--- src/hrs_regs.svh ---
// Summary of operation
// A 3-bit pointer selects the active entry; entries hold 10-bit PCs.
// Exactly four entries store saved program counter values.
// Push decrements the pointer, pop increments it.
// Subroutine call and interrupt entry both push the current PC.
// Last in, first out: pop returns the newest unpopped value.
// 111 empty, 110..011 hold entries 0..3, 010 means overflow.
// Interrupt return and call return both pop their saved address.
// Pop hands the top entry to the PC, pointer then marks the new top entry.
// Entry high byte holds PC bits 9:8, low byte bits 7:0; reset zero.
// Pointer register at 0xdf, entry bytes within 0xf0 to 0xff.
// Pointer register bit 7 is global interrupt enable, reset 0.
// Firmware should write 0x07 to the pointer register at start.
// Push past four levels moves the pointer but stores nothing.
`ifndef HRS_REGS_SVH
`define HRS_REGS_SVH

`define HRS_PC_W            10
`define HRS_PTR_W           3
`define HRS_DEPTH           4
`define HRS_BYTE_W          8
`define HRS_ADDR_PTR        8'hdf
`define HRS_ADDR_ENTRY_BASE 8'hf0
`define HRS_ADDR_ENTRY_LAST 8'hff
`define HRS_ADDR_STATUS     8'he0
`define HRS_ADDR_CLEAR      8'he1
`define HRS_ADDR_ENABLE     8'he2
`define HRS_PTR_EMPTY       3'h7
`define HRS_PTR_TOP         3'h6
`define HRS_PTR_OVER        3'h2
`define HRS_PTR_STEP        3'h1
`define HRS_IRQ_EN_BIT      7
`define HRS_IRQ_EN_RESET    1'b0
`define HRS_EV_W            4
`define HRS_EV_PUSH         0
`define HRS_EV_POP          1
`define HRS_EV_OVER         2
`define HRS_EV_UNDER        3
`define HRS_EV_RESET        4'h0

`endif

--- src/hrs_pkg.sv ---
`include "hrs_regs.svh"
package hrs_pkg;

  typedef enum logic
  {
    HRS_RETURN_CALL,
    HRS_RETURN_IRQ
  } hrs_return_kind_type;

  typedef struct packed
  {
    logic                   wr;
    logic                   rd;
    logic [`HRS_BYTE_W-1:0] addr;
    logic [`HRS_BYTE_W-1:0] wdata;
  } hrs_bus_req_type;

  typedef struct packed
  {
    logic                 push;
    logic                 pop;
    hrs_return_kind_type  pop_kind;
    logic [`HRS_PC_W-1:0] pc;
  } hrs_core_req_type;

  typedef struct packed
  {
    logic                 valid;
    hrs_return_kind_type  kind;
    logic [`HRS_PC_W-1:0] pc;
  } hrs_pop_rsp_type;

endpackage

--- src/hrs_entry_file.sv ---
`timescale 1ns/1ps
`include "hrs_regs.svh"
module hrs_entry_file
  import hrs_pkg::*;
#(
  parameter int DEPTH = `HRS_DEPTH,
  parameter int PC_W  = `HRS_PC_W
)
(
  input  wire logic                   mclk,
  input  wire logic                   sys_rst,
  input  wire logic                   core_wr,
  input  wire logic [`HRS_PTR_W-1:0]  core_idx,
  input  wire logic [PC_W-1:0]        core_data,
  input  wire logic                   sw_wr_lo,
  input  wire logic                   sw_wr_hi,
  input  wire logic [`HRS_PTR_W-1:0]  sw_idx,
  input  wire logic [`HRS_BYTE_W-1:0] sw_data,
  input  wire logic [`HRS_PTR_W-1:0]  rd_idx_a,
  output logic      [PC_W-1:0]        rd_data_a,
  input  wire logic [`HRS_PTR_W-1:0]  rd_idx_b,
  output logic      [PC_W-1:0]        rd_data_b
);

  logic [PC_W-1:0] mem_q [DEPTH];
  logic [PC_W-1:0] mem_d [DEPTH];

  function automatic logic hit(input logic [`HRS_PTR_W-1:0] idx);
    hit = 32'(idx) < DEPTH;
  endfunction

  always_comb
  begin
    mem_d = mem_q;
    for (int i = 0; i < DEPTH; i++)
    begin
      if (sw_wr_lo && 32'(sw_idx) == i)
        mem_d[i][`HRS_BYTE_W-1:0] = sw_data;
      if (sw_wr_hi && 32'(sw_idx) == i)
        mem_d[i][PC_W-1:`HRS_BYTE_W] = sw_data[PC_W-`HRS_BYTE_W-1:0];
      if (core_wr && 32'(core_idx) == i)
        mem_d[i] = core_data;
    end
  end

  always_ff @(posedge mclk)
  begin
    if (sys_rst)
      mem_q <= '{default: '0};
    else
      mem_q <= mem_d;
  end

  always_comb
  begin
    rd_data_a = '0;
    rd_data_b = '0;
    for (int i = 0; i < DEPTH; i++)
    begin
      if (hit(rd_idx_a) && 32'(rd_idx_a) == i)
        rd_data_a = mem_q[i];
      if (hit(rd_idx_b) && 32'(rd_idx_b) == i)
        rd_data_b = mem_q[i];
    end
  end

endmodule

--- src/hrs_return_stack.sv ---
`timescale 1ns/1ps
`include "hrs_regs.svh"
module hrs_return_stack
  import hrs_pkg::*;
#(
  parameter int DEPTH = `HRS_DEPTH,
  parameter int PC_W  = `HRS_PC_W
)
(
  input  wire logic                   mclk,
  input  wire logic                   sys_rst,
  input  wire hrs_bus_req_type        bus_req,
  output logic      [`HRS_BYTE_W-1:0] bus_rdata,
  input  wire hrs_core_req_type       core_req,
  output hrs_pop_rsp_type             pop_rsp,
  output logic                        global_irq_enable,
  output logic                        irq
);

  if (DEPTH < 1 || DEPTH > 6)
    $error("Depth must lie between one and six");
  if (PC_W <= `HRS_BYTE_W || PC_W > 2 * `HRS_BYTE_W)
    $error("PC width must fit two bytes");
  if (PC_W != `HRS_PC_W)
    $error("PC width must match the core request type");

  // Entry number held at a pointer value
  function automatic logic [`HRS_PTR_W-1:0] entry_of(
    input logic [`HRS_PTR_W-1:0] ptr);
    entry_of = `HRS_PTR_TOP - ptr;
  endfunction

  // Pointer value that names a stored entry
  function automatic logic holds_entry(input logic [`HRS_PTR_W-1:0] ptr);
    holds_entry = ptr <= `HRS_PTR_TOP &&
                  32'(entry_of(ptr)) < DEPTH;
  endfunction

  logic [`HRS_PTR_W-1:0]  ptr_q;
  logic [`HRS_PTR_W-1:0]  ptr_d;
  logic                   irq_en_q;
  logic                   irq_en_d;
  logic [`HRS_EV_W-1:0]   status_q;
  logic [`HRS_EV_W-1:0]   status_d;
  logic [`HRS_EV_W-1:0]   enable_q;
  logic [`HRS_EV_W-1:0]   enable_d;
  logic [`HRS_EV_W-1:0]   event_set;
  logic [`HRS_EV_W-1:0]   event_clr;
  logic [`HRS_BYTE_W-1:0] rdata_q;
  logic [`HRS_BYTE_W-1:0] rdata_d;
  hrs_pop_rsp_type        pop_q;
  hrs_pop_rsp_type        pop_d;

  logic                   do_push;
  logic                   do_pop;
  logic [`HRS_PTR_W-1:0]  push_ptr;
  logic                   push_fits;
  logic                   pop_fits;
  logic [`HRS_PTR_W-1:0]  push_idx;
  logic [`HRS_PTR_W-1:0]  pop_idx;
  logic [PC_W-1:0]        pop_data;

  logic                   in_entry;
  logic [`HRS_BYTE_W-1:0] entry_off;
  logic [`HRS_PTR_W-1:0]  sw_idx;
  logic                   sw_hi;
  logic                   sw_wr_lo;
  logic                   sw_wr_hi;
  logic [PC_W-1:0]        sw_rd_data;
  logic [`HRS_BYTE_W-1:0] sw_rd_byte;

  // Core sequencer requests; a push in the same cycle wins over a pop
  always_comb
  begin
    do_push   = core_req.push;
    do_pop    = core_req.pop && !core_req.push;
    push_ptr  = ptr_q - `HRS_PTR_STEP;
    push_fits = holds_entry(push_ptr);
    pop_fits  = holds_entry(ptr_q);
    push_idx  = entry_of(push_ptr);
    pop_idx   = entry_of(ptr_q);
  end

  // Register bus decode for the entry bytes
  always_comb
  begin
    in_entry  = bus_req.addr >= `HRS_ADDR_ENTRY_BASE &&
                bus_req.addr <= `HRS_ADDR_ENTRY_LAST;
    entry_off = bus_req.addr - `HRS_ADDR_ENTRY_BASE;
    sw_idx    = entry_off[`HRS_PTR_W:1];
    sw_hi     = entry_off[0];
    sw_wr_lo  = bus_req.wr && in_entry && !sw_hi;
    sw_wr_hi  = bus_req.wr && in_entry && sw_hi;
  end

  hrs_entry_file #(
    .DEPTH (DEPTH),
    .PC_W  (PC_W)
  ) u_entries (
    .mclk      (mclk),
    .sys_rst   (sys_rst),
    .core_wr   (do_push && push_fits),
    .core_idx  (push_idx),
    .core_data (core_req.pc),
    .sw_wr_lo  (sw_wr_lo),
    .sw_wr_hi  (sw_wr_hi),
    .sw_idx    (sw_idx),
    .sw_data   (bus_req.wdata),
    .rd_idx_a  (pop_idx),
    .rd_data_a (pop_data),
    .rd_idx_b  (sw_idx),
    .rd_data_b (sw_rd_data)
  );

  // Pointer and interrupt enable
  always_comb
  begin
    ptr_d    = ptr_q;
    irq_en_d = irq_en_q;
    if (bus_req.wr && bus_req.addr == `HRS_ADDR_PTR)
    begin
      ptr_d    = bus_req.wdata[`HRS_PTR_W-1:0];
      irq_en_d = bus_req.wdata[`HRS_IRQ_EN_BIT];
    end
    if (do_push)
      ptr_d = push_ptr;
    else if (do_pop)
      ptr_d = ptr_q + `HRS_PTR_STEP;
  end

  always_ff @(posedge mclk)
  begin
    if (sys_rst)
    begin
      ptr_q <= `HRS_PTR_EMPTY;
      irq_en_q <= `HRS_IRQ_EN_RESET;
    end
    else
    begin
      ptr_q    <= ptr_d;
      irq_en_q <= irq_en_d;
    end
  end

  // Popped address towards the program counter
  always_comb
  begin
    pop_d.valid = do_pop;
    pop_d.kind  = core_req.pop_kind;
    pop_d.pc    = pop_fits ? pop_data : '0;
  end

  always_ff @(posedge mclk)
  begin
    if (sys_rst)
      pop_q <= '0;
    else
      pop_q <= pop_d;
  end

  // Sticky events, set wins over clear
  always_comb
  begin
    event_set                = '0;
    event_set[`HRS_EV_PUSH]  = do_push;
    event_set[`HRS_EV_POP]   = do_pop;
    event_set[`HRS_EV_OVER]  = do_push && !push_fits;
    event_set[`HRS_EV_UNDER] = do_pop && !pop_fits;
    event_clr = '0;
    if (bus_req.wr && bus_req.addr == `HRS_ADDR_CLEAR)
      event_clr = bus_req.wdata[`HRS_EV_W-1:0];
    status_d = (status_q & ~event_clr) | event_set;
    enable_d = enable_q;
    if (bus_req.wr && bus_req.addr == `HRS_ADDR_ENABLE)
      enable_d = bus_req.wdata[`HRS_EV_W-1:0];
  end

  always_ff @(posedge mclk)
  begin
    if (sys_rst)
    begin
      status_q <= `HRS_EV_RESET;
      enable_q <= `HRS_EV_RESET;
    end
    else
    begin
      status_q <= status_d;
      enable_q <= enable_d;
    end
  end

  // Read data, one cycle after the read strobe
  always_comb
  begin
    sw_rd_byte = sw_hi ?
      `HRS_BYTE_W'(sw_rd_data[PC_W-1:`HRS_BYTE_W]) :
      sw_rd_data[`HRS_BYTE_W-1:0];
    rdata_d = '0;
    if (bus_req.rd)
    begin
      if (bus_req.addr == `HRS_ADDR_PTR)
      begin
        rdata_d[`HRS_PTR_W-1:0] = ptr_q;
        rdata_d[`HRS_IRQ_EN_BIT] = irq_en_q;
      end
      else if (in_entry)
        rdata_d = sw_rd_byte;
      else if (bus_req.addr == `HRS_ADDR_STATUS)
        rdata_d[`HRS_EV_W-1:0] = status_q;
      else if (bus_req.addr == `HRS_ADDR_ENABLE)
        rdata_d[`HRS_EV_W-1:0] = enable_q;
    end
  end

  always_ff @(posedge mclk)
  begin
    if (sys_rst)
      rdata_q <= '0;
    else
      rdata_q <= rdata_d;
  end

  assign bus_rdata         = rdata_q;
  assign pop_rsp           = pop_q;
  assign global_irq_enable = irq_en_q;
  assign irq               = |(status_q & enable_q);

endmodule

--- config.mk ---
export PLATFORM = sky130hd
export DESIGN_NAME = hrs_return_stack
export DESIGN_NICKNAME = d
export VERILOG_FILES = /design/src/hrs_pkg.sv /design/src/hrs_entry_file.sv /design/src/hrs_return_stack.sv
export VERILOG_INCLUDE_DIRS = /design/src
export SDC_FILE = /design/constraint.sdc
export NUM_CORES = 1
export LEC_CHECK = 0
export BUFFER_PORTS_ARGS = -buffer_cell sky130_fd_sc_hd__buf_4
export CORE_ASPECT_RATIO = 1.2
export CORE_MARGIN = 5
export CORE_UTILIZATION = 50
export CTS_BUF_LIST = sky130_fd_sc_hd__clkbuf_4
export CTS_CLUSTER_SIZE = 24
export DETAILED_ROUTE_END_ITERATION = 7
export PLACE_DENSITY = 0.67
export SETUP_SLACK_MARGIN = 0.05
export SLEW_MARGIN = 10
export SYNTH_ARGS = -nofsm -noshare
export SYNTH_HDL_FRONTEND = slang
export SYNTH_HIERARCHICAL = 1
export SYNTH_SLANG_ARGS = --single-unit
--- constraint.sdc ---
create_clock -name mclk -period 2.9 [get_ports mclk]
set_input_delay 0.145 -clock mclk [delete_from_list [all_inputs] [get_ports mclk]]
set_output_delay 0.145 -clock mclk [all_outputs]
set_load 0.05 [all_outputs]
==> flow_summary.ini, run 1 <==
[worst_setup_path]
worstSetupPathType = register to register
setup.reg_to_reg.worst_slack_ps = 590
worst_r2r_path_depth = 7
end_kind = register
worst_ep_arrival_time_ps = 2650
worst_path_most_repeated_cell = nor2_1
ordered_cell_list_for_the_critical_path = inv_1 -> ha_1 -> o41ai_1 -> nor2_1 -> or4b_4 -> nor2_1 -> a311oi_1
worstReg2RegStart = ptr_q[1]
worst_path_largest_cell_delay_ps = 470
cp-start-kind = register
crit-reg2reg-capture = u_entries/mem_q[33]
cpMaxStageDelayCell = dfxtp_1
path_max_fanout = 20
worst_ep_required_time_ps = 3230

[synthesis]
yosys_register_bits = 72
yosys.cell_types.count = 50
async_flop_share = 0
dominant_cells_by_area_after_synthesis = dfxtp_1, mux4_2, mux2i_1, nor2_1, a211oi_1
synth-warning-count = 6
synth.avg_cell_area_um2 = 9.63
synthCells = 413
synth.cell_area_mm2 = 0.00398
postSynthNetCount = 450
synth.largest_area_cell = dfxtp_1
synth_sequential_area_ratio = 0.362
dominantRegCellSynth = dfxtp_1
number_of_synthesized_flops_with_an_enable_pin = 0
yosys.area.top_type_share = 0.362

[floorplan]
die_width_um = 91.4
boundaryPins = 55
die-height_um = 108
initial_core_util = 0.516
die_area_mm2 = 0.00985
num_rows = 35
area_of_the_placeable_core_mm2 = 0.00771

[sta]
worst_slew_pin_slew_ps = 700
grt_setup_unrepaired = false
setup_viol_count_final = 0
worst_slew_margin_rel = 0.529
post-route-period-util = 0.798
final_period_minus_worst_setup_slack_ps = 2310
final_critical_path_setup_slack_ps = 586
hold_violations = 0
fmaxAchievable_mhz = 432
final.setup.tns_ps = 0
fin_skew_ps = 23.0
timing.final.max_slew_violations = 0

[placement]
numPortBuffers = 54
place.detailed.hpwl_mm = 7.08
post-place-ws_ps = 651
finalWeightedCongestion = 0.910

[finish]
final_cell_mix = dfxtp_1, buf_4, nor2_1
number_of_nets_at_the_end_of_the_flow = 501
commonest_non_fill_non_tap_cell_in_the_layout = dfxtp_1
final_core_utilization = 0.604
drive_above_1_share = 0.241
antenna-diode-count = 0
area_delta_synth_final_pct = 17.0

[worst_hold_path]
worst_hold_path.endpoint = u_entries/mem_q[24]
holdCritStartpoint = core_req[4]
min_path_cells = 3
hold_path.class = primary input to register

[global_routing]
first_global_vias = 3213
grt_remaining_overflow = 0
grt_max_degree = 58
grt_pass1_wl_mm = 16.8
gr_util_all_layers = 0.216
grt_antenna_before_repair = 0

[cts]
worst_skew_pair.late_latency_ps = 430
cts_root_buffer = clkbuf_4
cts_buffers = 9
htree_levels = 3
cts_post_setup_buffers_inserted = 0
tritoncts = yes
cts.reportedPaths.clkPinSlew_ps = 140
cts.sinks = 72
max-clock-path-buffers = 2

[route]
initialDrtViolationCount = 255
wl_per_cell_um = 18.7
met3_length_um = 593
remaining_drc_errors = 0
detail_route.vias_per_cell = 6.01
route.layer.met1.wl_mm = 4.28
routed-via-count = 3369
met2RoutedLength_mm = 5.34
wl_mm = 10.5
routed.top_layer = met4
detailedRoute.firstPassIterationCount = 5
route.antenna.remaining_nets = 0

[run]
max-cap-violations = 0

[power]
p_leak_nw = 1.73
irDropWorstVdd_mv = 0.310
power.density_cell_area_mw_per_mm2 = 497

[outcome]
status = complete, no violations
-- synth_stat cells, types with 3 or more instances --
cell type,instances
nand2_1,40
and2_1,14
dfxtp_1,72
nor2_1,54
and4bb_2,4
a22oi_1,3
inv_1,11
nor2b_1,25
a211oi_1,23
a21oi_1,11
mux2_2,6
o21ai_0,5
buf_6,7
ha_1,4
nand4b_1,3
mux2i_1,29
mux4_2,20
nand3_1,5
a311oi_1,16
buf_2,7
nor3_1,3
clkbuf_1,17
-- per-layer routing --
| metal | vias up | track usage |
|---|---|---|
| met1 | 1626 | 0.260 |
| met3 | 20 | 0.0441 |
| met4 | 0 | 0.0964 |
| met5 | - | 0 |
| met2 | 107 | 0.368 |
| li1 | 1616 | - |
-- cell families (layout without fill, tap and decap cells) --
logic type / count (synthesis) / in the layout / share of synthesized area
XOR/XNOR: 1 / 1 / 0.00220
multiplexers: 55 / 55 / 0.203
buffers and inverters: 43 / 99 / 0.0569
AO/OA/AOI/OAI: 70 / 70 / 0.132
adder cells (fa/ha/maj): 4 / 4 / 0.0126
flip-flops: 72 / 72 / 0.362
AND/OR/NAND/NOR: 168 / 168 / 0.231
-- critical path: cells and delay by family, from the launching register on --
family | cells | cell delay, ps
AO/OA/AOI/OAI | 2 | 680
AND/OR/NAND/NOR | 3 | 630
flip-flops | 1 | 470
adder cells (fa/ha/maj) | 1 | 370
buffers and inverters | 1 | 80
-- sequential cells by signal, indices dropped and copies added (netlist names) --
register           cells
u_entries/mem_q       40
pop_rsp               12
bus_rdata              8
enable_q               4
status_q               4
ptr_q                  3
global_irq_enable      1
-- timing repair --
| item | 4_1_cts | 5_1_grt |
|---|---|---|
| resized for setup | 0 | 0 |
| hold buffers | 9 | 1 |
| endpoints found under the hold margin | 12 | 1 |
-- worst max-delay path by stage --
| stage | end | startpoint | slack [ps] |
|---|---|---|---|
| floorplan | u_entries/mem_q[30] | ptr_q[0] | 640 |
| global placement | u_entries/mem_q[37] | ptr_q[1] | 730 |
| detailed placement | u_entries/mem_q[31] | ptr_q[1] | 650 |
| CTS | u_entries/mem_q[33] | ptr_q[1] | 600 |
| global route | u_entries/mem_q[6] | ptr_q[1] | 390 |
| finish | u_entries/mem_q[33] | ptr_q[1] | 590 |
-- through the flow --
stage,power [mW],cells,hold slack [ps],area [µm²]
final,2.32,561,19.0,4660
after global routing,2.43,561,8.00,4660
after CTS,2.33,560,1.18,4650
after detailed placement,1.56,535,385,4390
after global placement,1.55,535,357,4390
after floorplan,1.41,413,273,3980
-- report_power, final --
group | internal [mW] | switching (mW)
Clock | 0.358 | 0.403
Sequential | 1.05 | 0.0481
Combinational | 0.218 | 0.236
-- cell type report --
class                   instances  area (µm²)
fillers                       697        3050
multi-input cells             298        2310
inverters                      11        41.3
clock inverters                 7         103
repair buffers                 72         578
flip-flops and latches         72        1440
well taps                      92         115
clock buffers                   9        67.6
No activity file was read; power rests on OpenSTA's default activity.
==> inputs of run 2 (changes only) <==
--- a/config.mk
+++ b/config.mk
@@ -13,7 +13,7 @@
 export CTS_BUF_LIST = sky130_fd_sc_hd__clkbuf_4
 export CTS_CLUSTER_SIZE = 24
 export DETAILED_ROUTE_END_ITERATION = 7
-export PLACE_DENSITY = 0.67
+export PLACE_DENSITY = 0.7
 export SETUP_SLACK_MARGIN = 0.05
 export SLEW_MARGIN = 10
 export SYNTH_ARGS = -nofsm -noshare
==> constraint.sdc (replaced) <==
create_clock -name mclk -period 2.05 [get_ports mclk]
set_input_delay 0.1025 -clock mclk [delete_from_list [all_inputs] [get_ports mclk]]
set_output_delay 0.1025 -clock mclk [all_outputs]
set_load 0.05 [all_outputs]
==> run 2 against run 1 <==
Compared with the run above:
- non-clock buffer count increased by 37
- largest power group unchanged
- worst hold slack improved by 18 ps
- critical endpoint is now u_entries/mem_q[0]
- core utilization increased by 5.4 points
- power increased by 46%
- critical path depth increased by 1
- clock power increased by 38%
- worst setup slack got worse by 520 ps
- via count increased by 8.1%
==> flow_summary.ini, run 2 (synthesis results as in run 1) <==
[worst_hold_path]
hold_path.class = primary input to register
holdCritStartpoint = bus_req[0]

[cts]
worst_skew_pair.late_latency_ps = 430
max-clock-path-buffers = 2
tritoncts = yes
cts.sinks = 72
cts.reportedPaths.clkPinSlew_ps = 120
cts_buffers = 9
htree_levels = 3
cts_root_buffer = clkbuf_4

[global_routing]
grt_max_degree = 50
gr_util_all_layers = 0.228
met2_usage = 0.390
global_route.usage.met1 = 0.276
grt_remaining_overflow = 0
grt_antenna_before_repair = 0
first_global_vias = 3477
grt_pass1_wl_mm = 17.8
gr_layer_usage_met3 = 0.0469
top_usage_layer = met2

[sta]
worst_slew_margin_rel = 0.606
timing.final.max_slew_violations = 0
setup_viol_count_final = 0
fin_skew_ps = 13.8
grt_setup_unrepaired = true
worst_slew_pin_slew_ps = 587
hold_violations = 0
fmaxAchievable_mhz = 505
final_period_minus_worst_setup_slack_ps = 1980
final.setup.tns_ps = 0
post-route-period-util = 0.966
min_hold_slack_ps = 37.1

[finish]
commonest_non_fill_non_tap_cell_in_the_layout = buf_4
registers.top_by_ff_count = u_entries/mem_q
final_core_utilization = 0.658
antenna-diode-count = 0
largest_reg_flops = 40
area_delta_synth_final_pct = 27.5
final_cell_mix = buf_4, dfxtp_1, nor2_1
post-route-cell-area_mm2 = 0.00507
drive_above_1_share = 0.295
layoutNonFillerInstCount = 601
number_of_nets_at_the_end_of_the_flow = 541

[route]
detailedRoute.firstPassIterationCount = 5
route.antenna.remaining_nets = 0
wl_mm = 11.4
initialDrtViolationCount = 269
remaining_drc_errors = 0
detail_route.vias_per_cell = 6.06
routed-via-count = 3641
wl_per_cell_um = 18.9

[power]
power.density_cell_area_mw_per_mm2 = 666
irDropWorstVdd_mv = 0.352
net-switching-power_mw = 1.01
power.internal_mw = 2.37
switching_share = 0.299
relative_contribution_of_the_clock_network_to_total_power = 0.310
p_leak_nw = 1.93
power.combinational.fraction = 0.230
pwr-share-seq = 0.460

[worst_setup_path]
worst_ep_arrival_time_ps = 2310
worst_ep_required_time_ps = 2380
end_kind = register
path_max_fanout = 12
cp-start-kind = register
worstReg2RegStart = ptr_q[0]
timing.critical_path.from = ptr_q[0]
worstSetupPathType = register to register

[floorplan]
initial_core_util = 0.516
die_width_um = 91.4
die_area_mm2 = 0.00985
area_of_the_placeable_core_mm2 = 0.00771
boundaryPins = 55
num_rows = 35
die-height_um = 108

[run]
max-cap-violations = 0

[placement]
finalWeightedCongestion = 0.917
place.detailed.hpwl_mm = 7.72
detailed_place.area_mm2 = 0.00457
post-place-cells = 556
numPortBuffers = 54

[outcome]
status = complete, no violations
## run 2: path summary, 6_finish.rpt
path	end	depth (start not counted)	slack, ps
hold reg to reg	global_irq_enable	2	500
setup reg to reg	u_entries/mem_q[0]	8	70
hold / removal	u_entries/mem_q[30]	3	40
setup / recovery	u_entries/mem_q[0]	8	70
## run 2: per-stage QoR
stage          setup WS (ps)  total power [mW]
5_1_grt                -27.4              3.52
4_1_cts                 44.1              3.33
6_report                70.6              3.38
3_3_place_gp            61.2              2.23
3_5_place_dp            28.8              2.25
2_1_floorplan           50.2              2.01
## run 2: final cells by class
cell class / instances / area [µm²]
multi-input combinational: 301 / 2410
sequential: 72 / 1450
clock inverter: 7 / 95.1
inverter: 11 / 41.3
timing repair buffer: 109 / 896
clock buffer: 9 / 67.6
fill: 642 / 2640
tap: 92 / 115
## run 2: power by group through the flow
| stage | registers [mW] | clock network [mW] | logic, mW |
|---|---|---|---|
| 6_report | 1.55 | 1.05 | 0.775 |
| 2_1_floorplan | 1.58 | 0 | 0.429 |
| 3_5_place_dp | 1.58 | 0 | 0.666 |
| 5_1_grt | 1.57 | 1.12 | 0.831 |
| 3_3_place_gp | 1.58 | 0 | 0.650 |
| 4_1_cts | 1.55 | 1.06 | 0.717 |
## run 2: what timing repair did
action	CTS	global route
endpoints found under the setup margin	10	32
pin swaps	0	5
endpoints found under the hold margin	50	0
gates resized for setup	2	14
buffers inserted	0	3
hold buffers	23	0
gates cloned	1	2
## run 2: metal layers
metal | part of all wire | wire length (µm)
met1 | 0.39 | 4470
met4 | 0.031 | 353
met3 | 0.071 | 807
met5 | 0 | 0
met2 | 0.50 | 5740
## run 2: critical path, stage by stage (launching register included)
cell	delay, ps
dfxtp_4	370
buf_4	140
buf_4	150
o41ai_4	430
nor2_4	110
nand4b_1	190
buf_6	180
nor2_1	50
a311oi_1	260
==> inputs of run 3 (changes only) <==
--- a/config.mk
+++ b/config.mk
@@ -6,6 +6,7 @@
 export SDC_FILE = /design/constraint.sdc
 export NUM_CORES = 1
 export LEC_CHECK = 0
+export ABC_AREA = 1
 export BUFFER_PORTS_ARGS = -buffer_cell sky130_fd_sc_hd__buf_4
 export CORE_ASPECT_RATIO = 1.2
 export CORE_MARGIN = 5
==> run 3 against run 2 <==
Compared with the run above:
- global-route usage up 2.1 points
- worst setup slack gained 35 ps
- core utilization fell by 3.2 points
- cell count increased by 34%
- sequential share of layout area rose by 0.32 points
- combinational power increased by 11%
- register-to-register slack improved by 40 ps
- critical path type unchanged
- largest cell class unchanged
==> flow_summary.ini, run 3 <==
[floorplan]
die_area_mm2 = 0.00998
die_width_um = 92.0
num_rows = 36
initial_core_util = 0.504
boundaryPins = 55
die-height_um = 108
area_of_the_placeable_core_mm2 = 0.00802

[route]
wl_per_cell_um = 15.1
remaining_drc_errors = 0
detail_route.vias_per_cell = 5.52
route.antenna.remaining_nets = 0
routed-via-count = 4435
wl_mm = 12.1
initialDrtViolationCount = 381
detailedRoute.firstPassIterationCount = 7

[cts]
cts_root_buffer = clkbuf_4
tritoncts = yes
max-clock-path-buffers = 2
cts_buffers = 9
htree_levels = 3
cts.reportedPaths.clkPinSlew_ps = 120
worst_skew_pair.late_latency_ps = 450
cts.sinks = 72

[worst_setup_path]
worst_ep_arrival_time_ps = 2280
cp-start-kind = register
path_max_fanout = 7
worst_ep_required_time_ps = 2390
worstSetupPathType = register to register
end_kind = register

[sta]
fin_skew_ps = 14.5
grt_setup_unrepaired = true
fmaxAchievable_mhz = 514
timing.final.max_slew_violations = 0
post-route-period-util = 0.948
worst_slew_margin_rel = 0.569
min_hold_slack_ps = 9.37
final_period_minus_worst_setup_slack_ps = 1940
setup_viol_count_final = 0
final.setup.tns_ps = 0
hold_violations = 0
worst_slew_pin_slew_ps = 645

[synthesis]
synth.largest_area_cell = dfxtp_1
yosys.cell_types.count = 32
synth.cell_area_mm2 = 0.00404
synth-warning-count = 6
dominantRegCellSynth = dfxtp_1
async_flop_share = 0
dominant_cells_by_area_after_synthesis = dfxtp_1, nand2_1, nand3_1, nor2_1, inv_1
yosys_register_bits = 72
number_of_synthesized_flops_with_an_enable_pin = 0
synth_sequential_area_ratio = 0.357
synth.avg_cell_area_um2 = 6.58
dominant_cell_by_count_in_the_synthesized_netlist = nand2_1
postSynthNetCount = 651
synthCells = 614
yosys.area.top_type_share = 0.357
yosys-top-cells-count = nand2_1, nor2_1, dfxtp_1

[global_routing]
gr_util_all_layers = 0.250
grt_antenna_before_repair = 0
grt_max_degree = 25
first_global_vias = 4149
grt_pass1_wl_mm = 19.6
grt_remaining_overflow = 0

[finish]
drive_above_1_share = 0.199
largest_reg_flops = 40
final_cell_mix = nand2_1, buf_4, nor2_1
area_delta_synth_final_pct = 24.2
commonest_non_fill_non_tap_cell_in_the_layout = nand2_1
number_of_nets_at_the_end_of_the_flow = 740
nFillCells = 758
antenna-diode-count = 0
registers.top_by_ff_count = u_entries/mem_q

[power]
power.density_cell_area_mw_per_mm2 = 660
irDropWorstVdd_mv = 0.382
p_leak_nw = 2.22

[outcome]
status = complete, no violations

[run]
max-cap-violations = 0

[placement]
finalWeightedCongestion = 0.924
numPortBuffers = 54
place.detailed.hpwl_mm = 9.13

[worst_hold_path]
hold_path.class = primary input to register
-- run 3: cell types whose count changed in the layout (fill, tap and decap cells not counted), sizes merged, moves of 20 or more --
cell | before | now
mux2i | 29 | 0
o21ai | 5 | 51
nand3 | 5 | 63
mux4 | 20 | 0
inv | 12 | 65
nand2 | 40 | 179
a211oi | 24 | 0
nor2 | 54 | 84
o2111ai | 0 | 20
nor2b | 25 | 0
-- run 3: final cells by class --
cell class / instances / area, µm² / area share
Inverter: 66 / 248 / 0.0494
Timing Repair Buffer: 93 / 768 / 0.153
Sequential cell: 72 / 1450 / 0.288
Tap cell: 95 / 119 / 0.0237
Multi-Input combinational cell: 461 / 2300 / 0.458
Clock buffer: 10 / 75.1 / 0.0150
Clock inverter: 6 / 60.1 / 0.0120
-- run 3: final timing paths --
kind / from / endpoint / slack [ps] / cells after the start
worst max-delay path: ptr_q[0] / u_entries/mem_q[10] / 110 / 14
worst min-delay path: bus_req[16] / bus_rdata[6] / 9 / 3
worst max register to register: ptr_q[0] / u_entries/mem_q[10] / 110 / 14
worst min register to register: enable_q[2] / enable_q[2] / 480 / 2
-- run 3: logic make-up (layout without fill, tap and decap cells) --
kind of cell / count (synthesis) / in the layout / synth area share
AO/OA/AOI/OAI: 101 / 101 / 0.148
XOR/XNOR: 3 / 3 / 0.00651
adder cells (fa/ha/maj): 4 / 4 / 0.0124
AND/OR/NAND/NOR: 353 / 353 / 0.389
buffers and inverters: 81 / 175 / 0.0870
flip-flops: 72 / 72 / 0.357
-- run 3: power breakdown --
group / total, mW / switching (mW) / internal (mW)
logic: 0.863 / 0.521 / 0.343
registers: 1.54 / 0.0630 / 1.47
clock network: 0.911 / 0.532 / 0.379
-- run 3: what timing repair did --
action | in CTS | in global routing
endpoints found under the hold margin | 8 | 0
endpoints found under the setup margin | 2 | 48
pin swaps | 0 | 9
setup buffers | 0 | 3
hold buffers | 7 | 0
gates cloned | 0 | 1
gates resized for setup | 1 | 26
-- run 3: worst max-delay path, stage by stage, from the launching register on --
cell	delay (ps)
dfxtp_4	370
inv_2	40
ha_4	260
inv_1	50
nand3_1	100
nand2_2	80
nor2_4	120
inv_1	70
nor2_4	170
nand2_4	130
buf_4	160
nand2_1	70
nand2_1	70
nand2_1	60
a21oi_1	50
-- run 3: metrics by stage --
step | setup WS (ps) | util | cells | power, mW | instance area (µm²)
floorplan | 58.9 | - | 614 | 2.05 | 4040
global placement | 151 | 0.584 | 776 | 2.33 | 4690
detailed placement | 63.2 | 0.584 | 776 | 2.35 | 4690
CTS | 59.5 | 0.611 | 799 | 3.25 | 4900
global route | -19.2 | 0.625 | 803 | 3.48 | 5010
finish | 106 | 0.625 | 803 | 3.31 | 5010
-- run 3: per-layer routing --
layer / track usage / wire (µm) / vias to the layer above
li1: - / - / 2210
met3: 0.0543 / 735 / 29
met2: 0.424 / 5870 / 177
met4: 0.115 / 328 / 0
met1: 0.302 / 5200 / 2019
met5: 0 / 0 / -
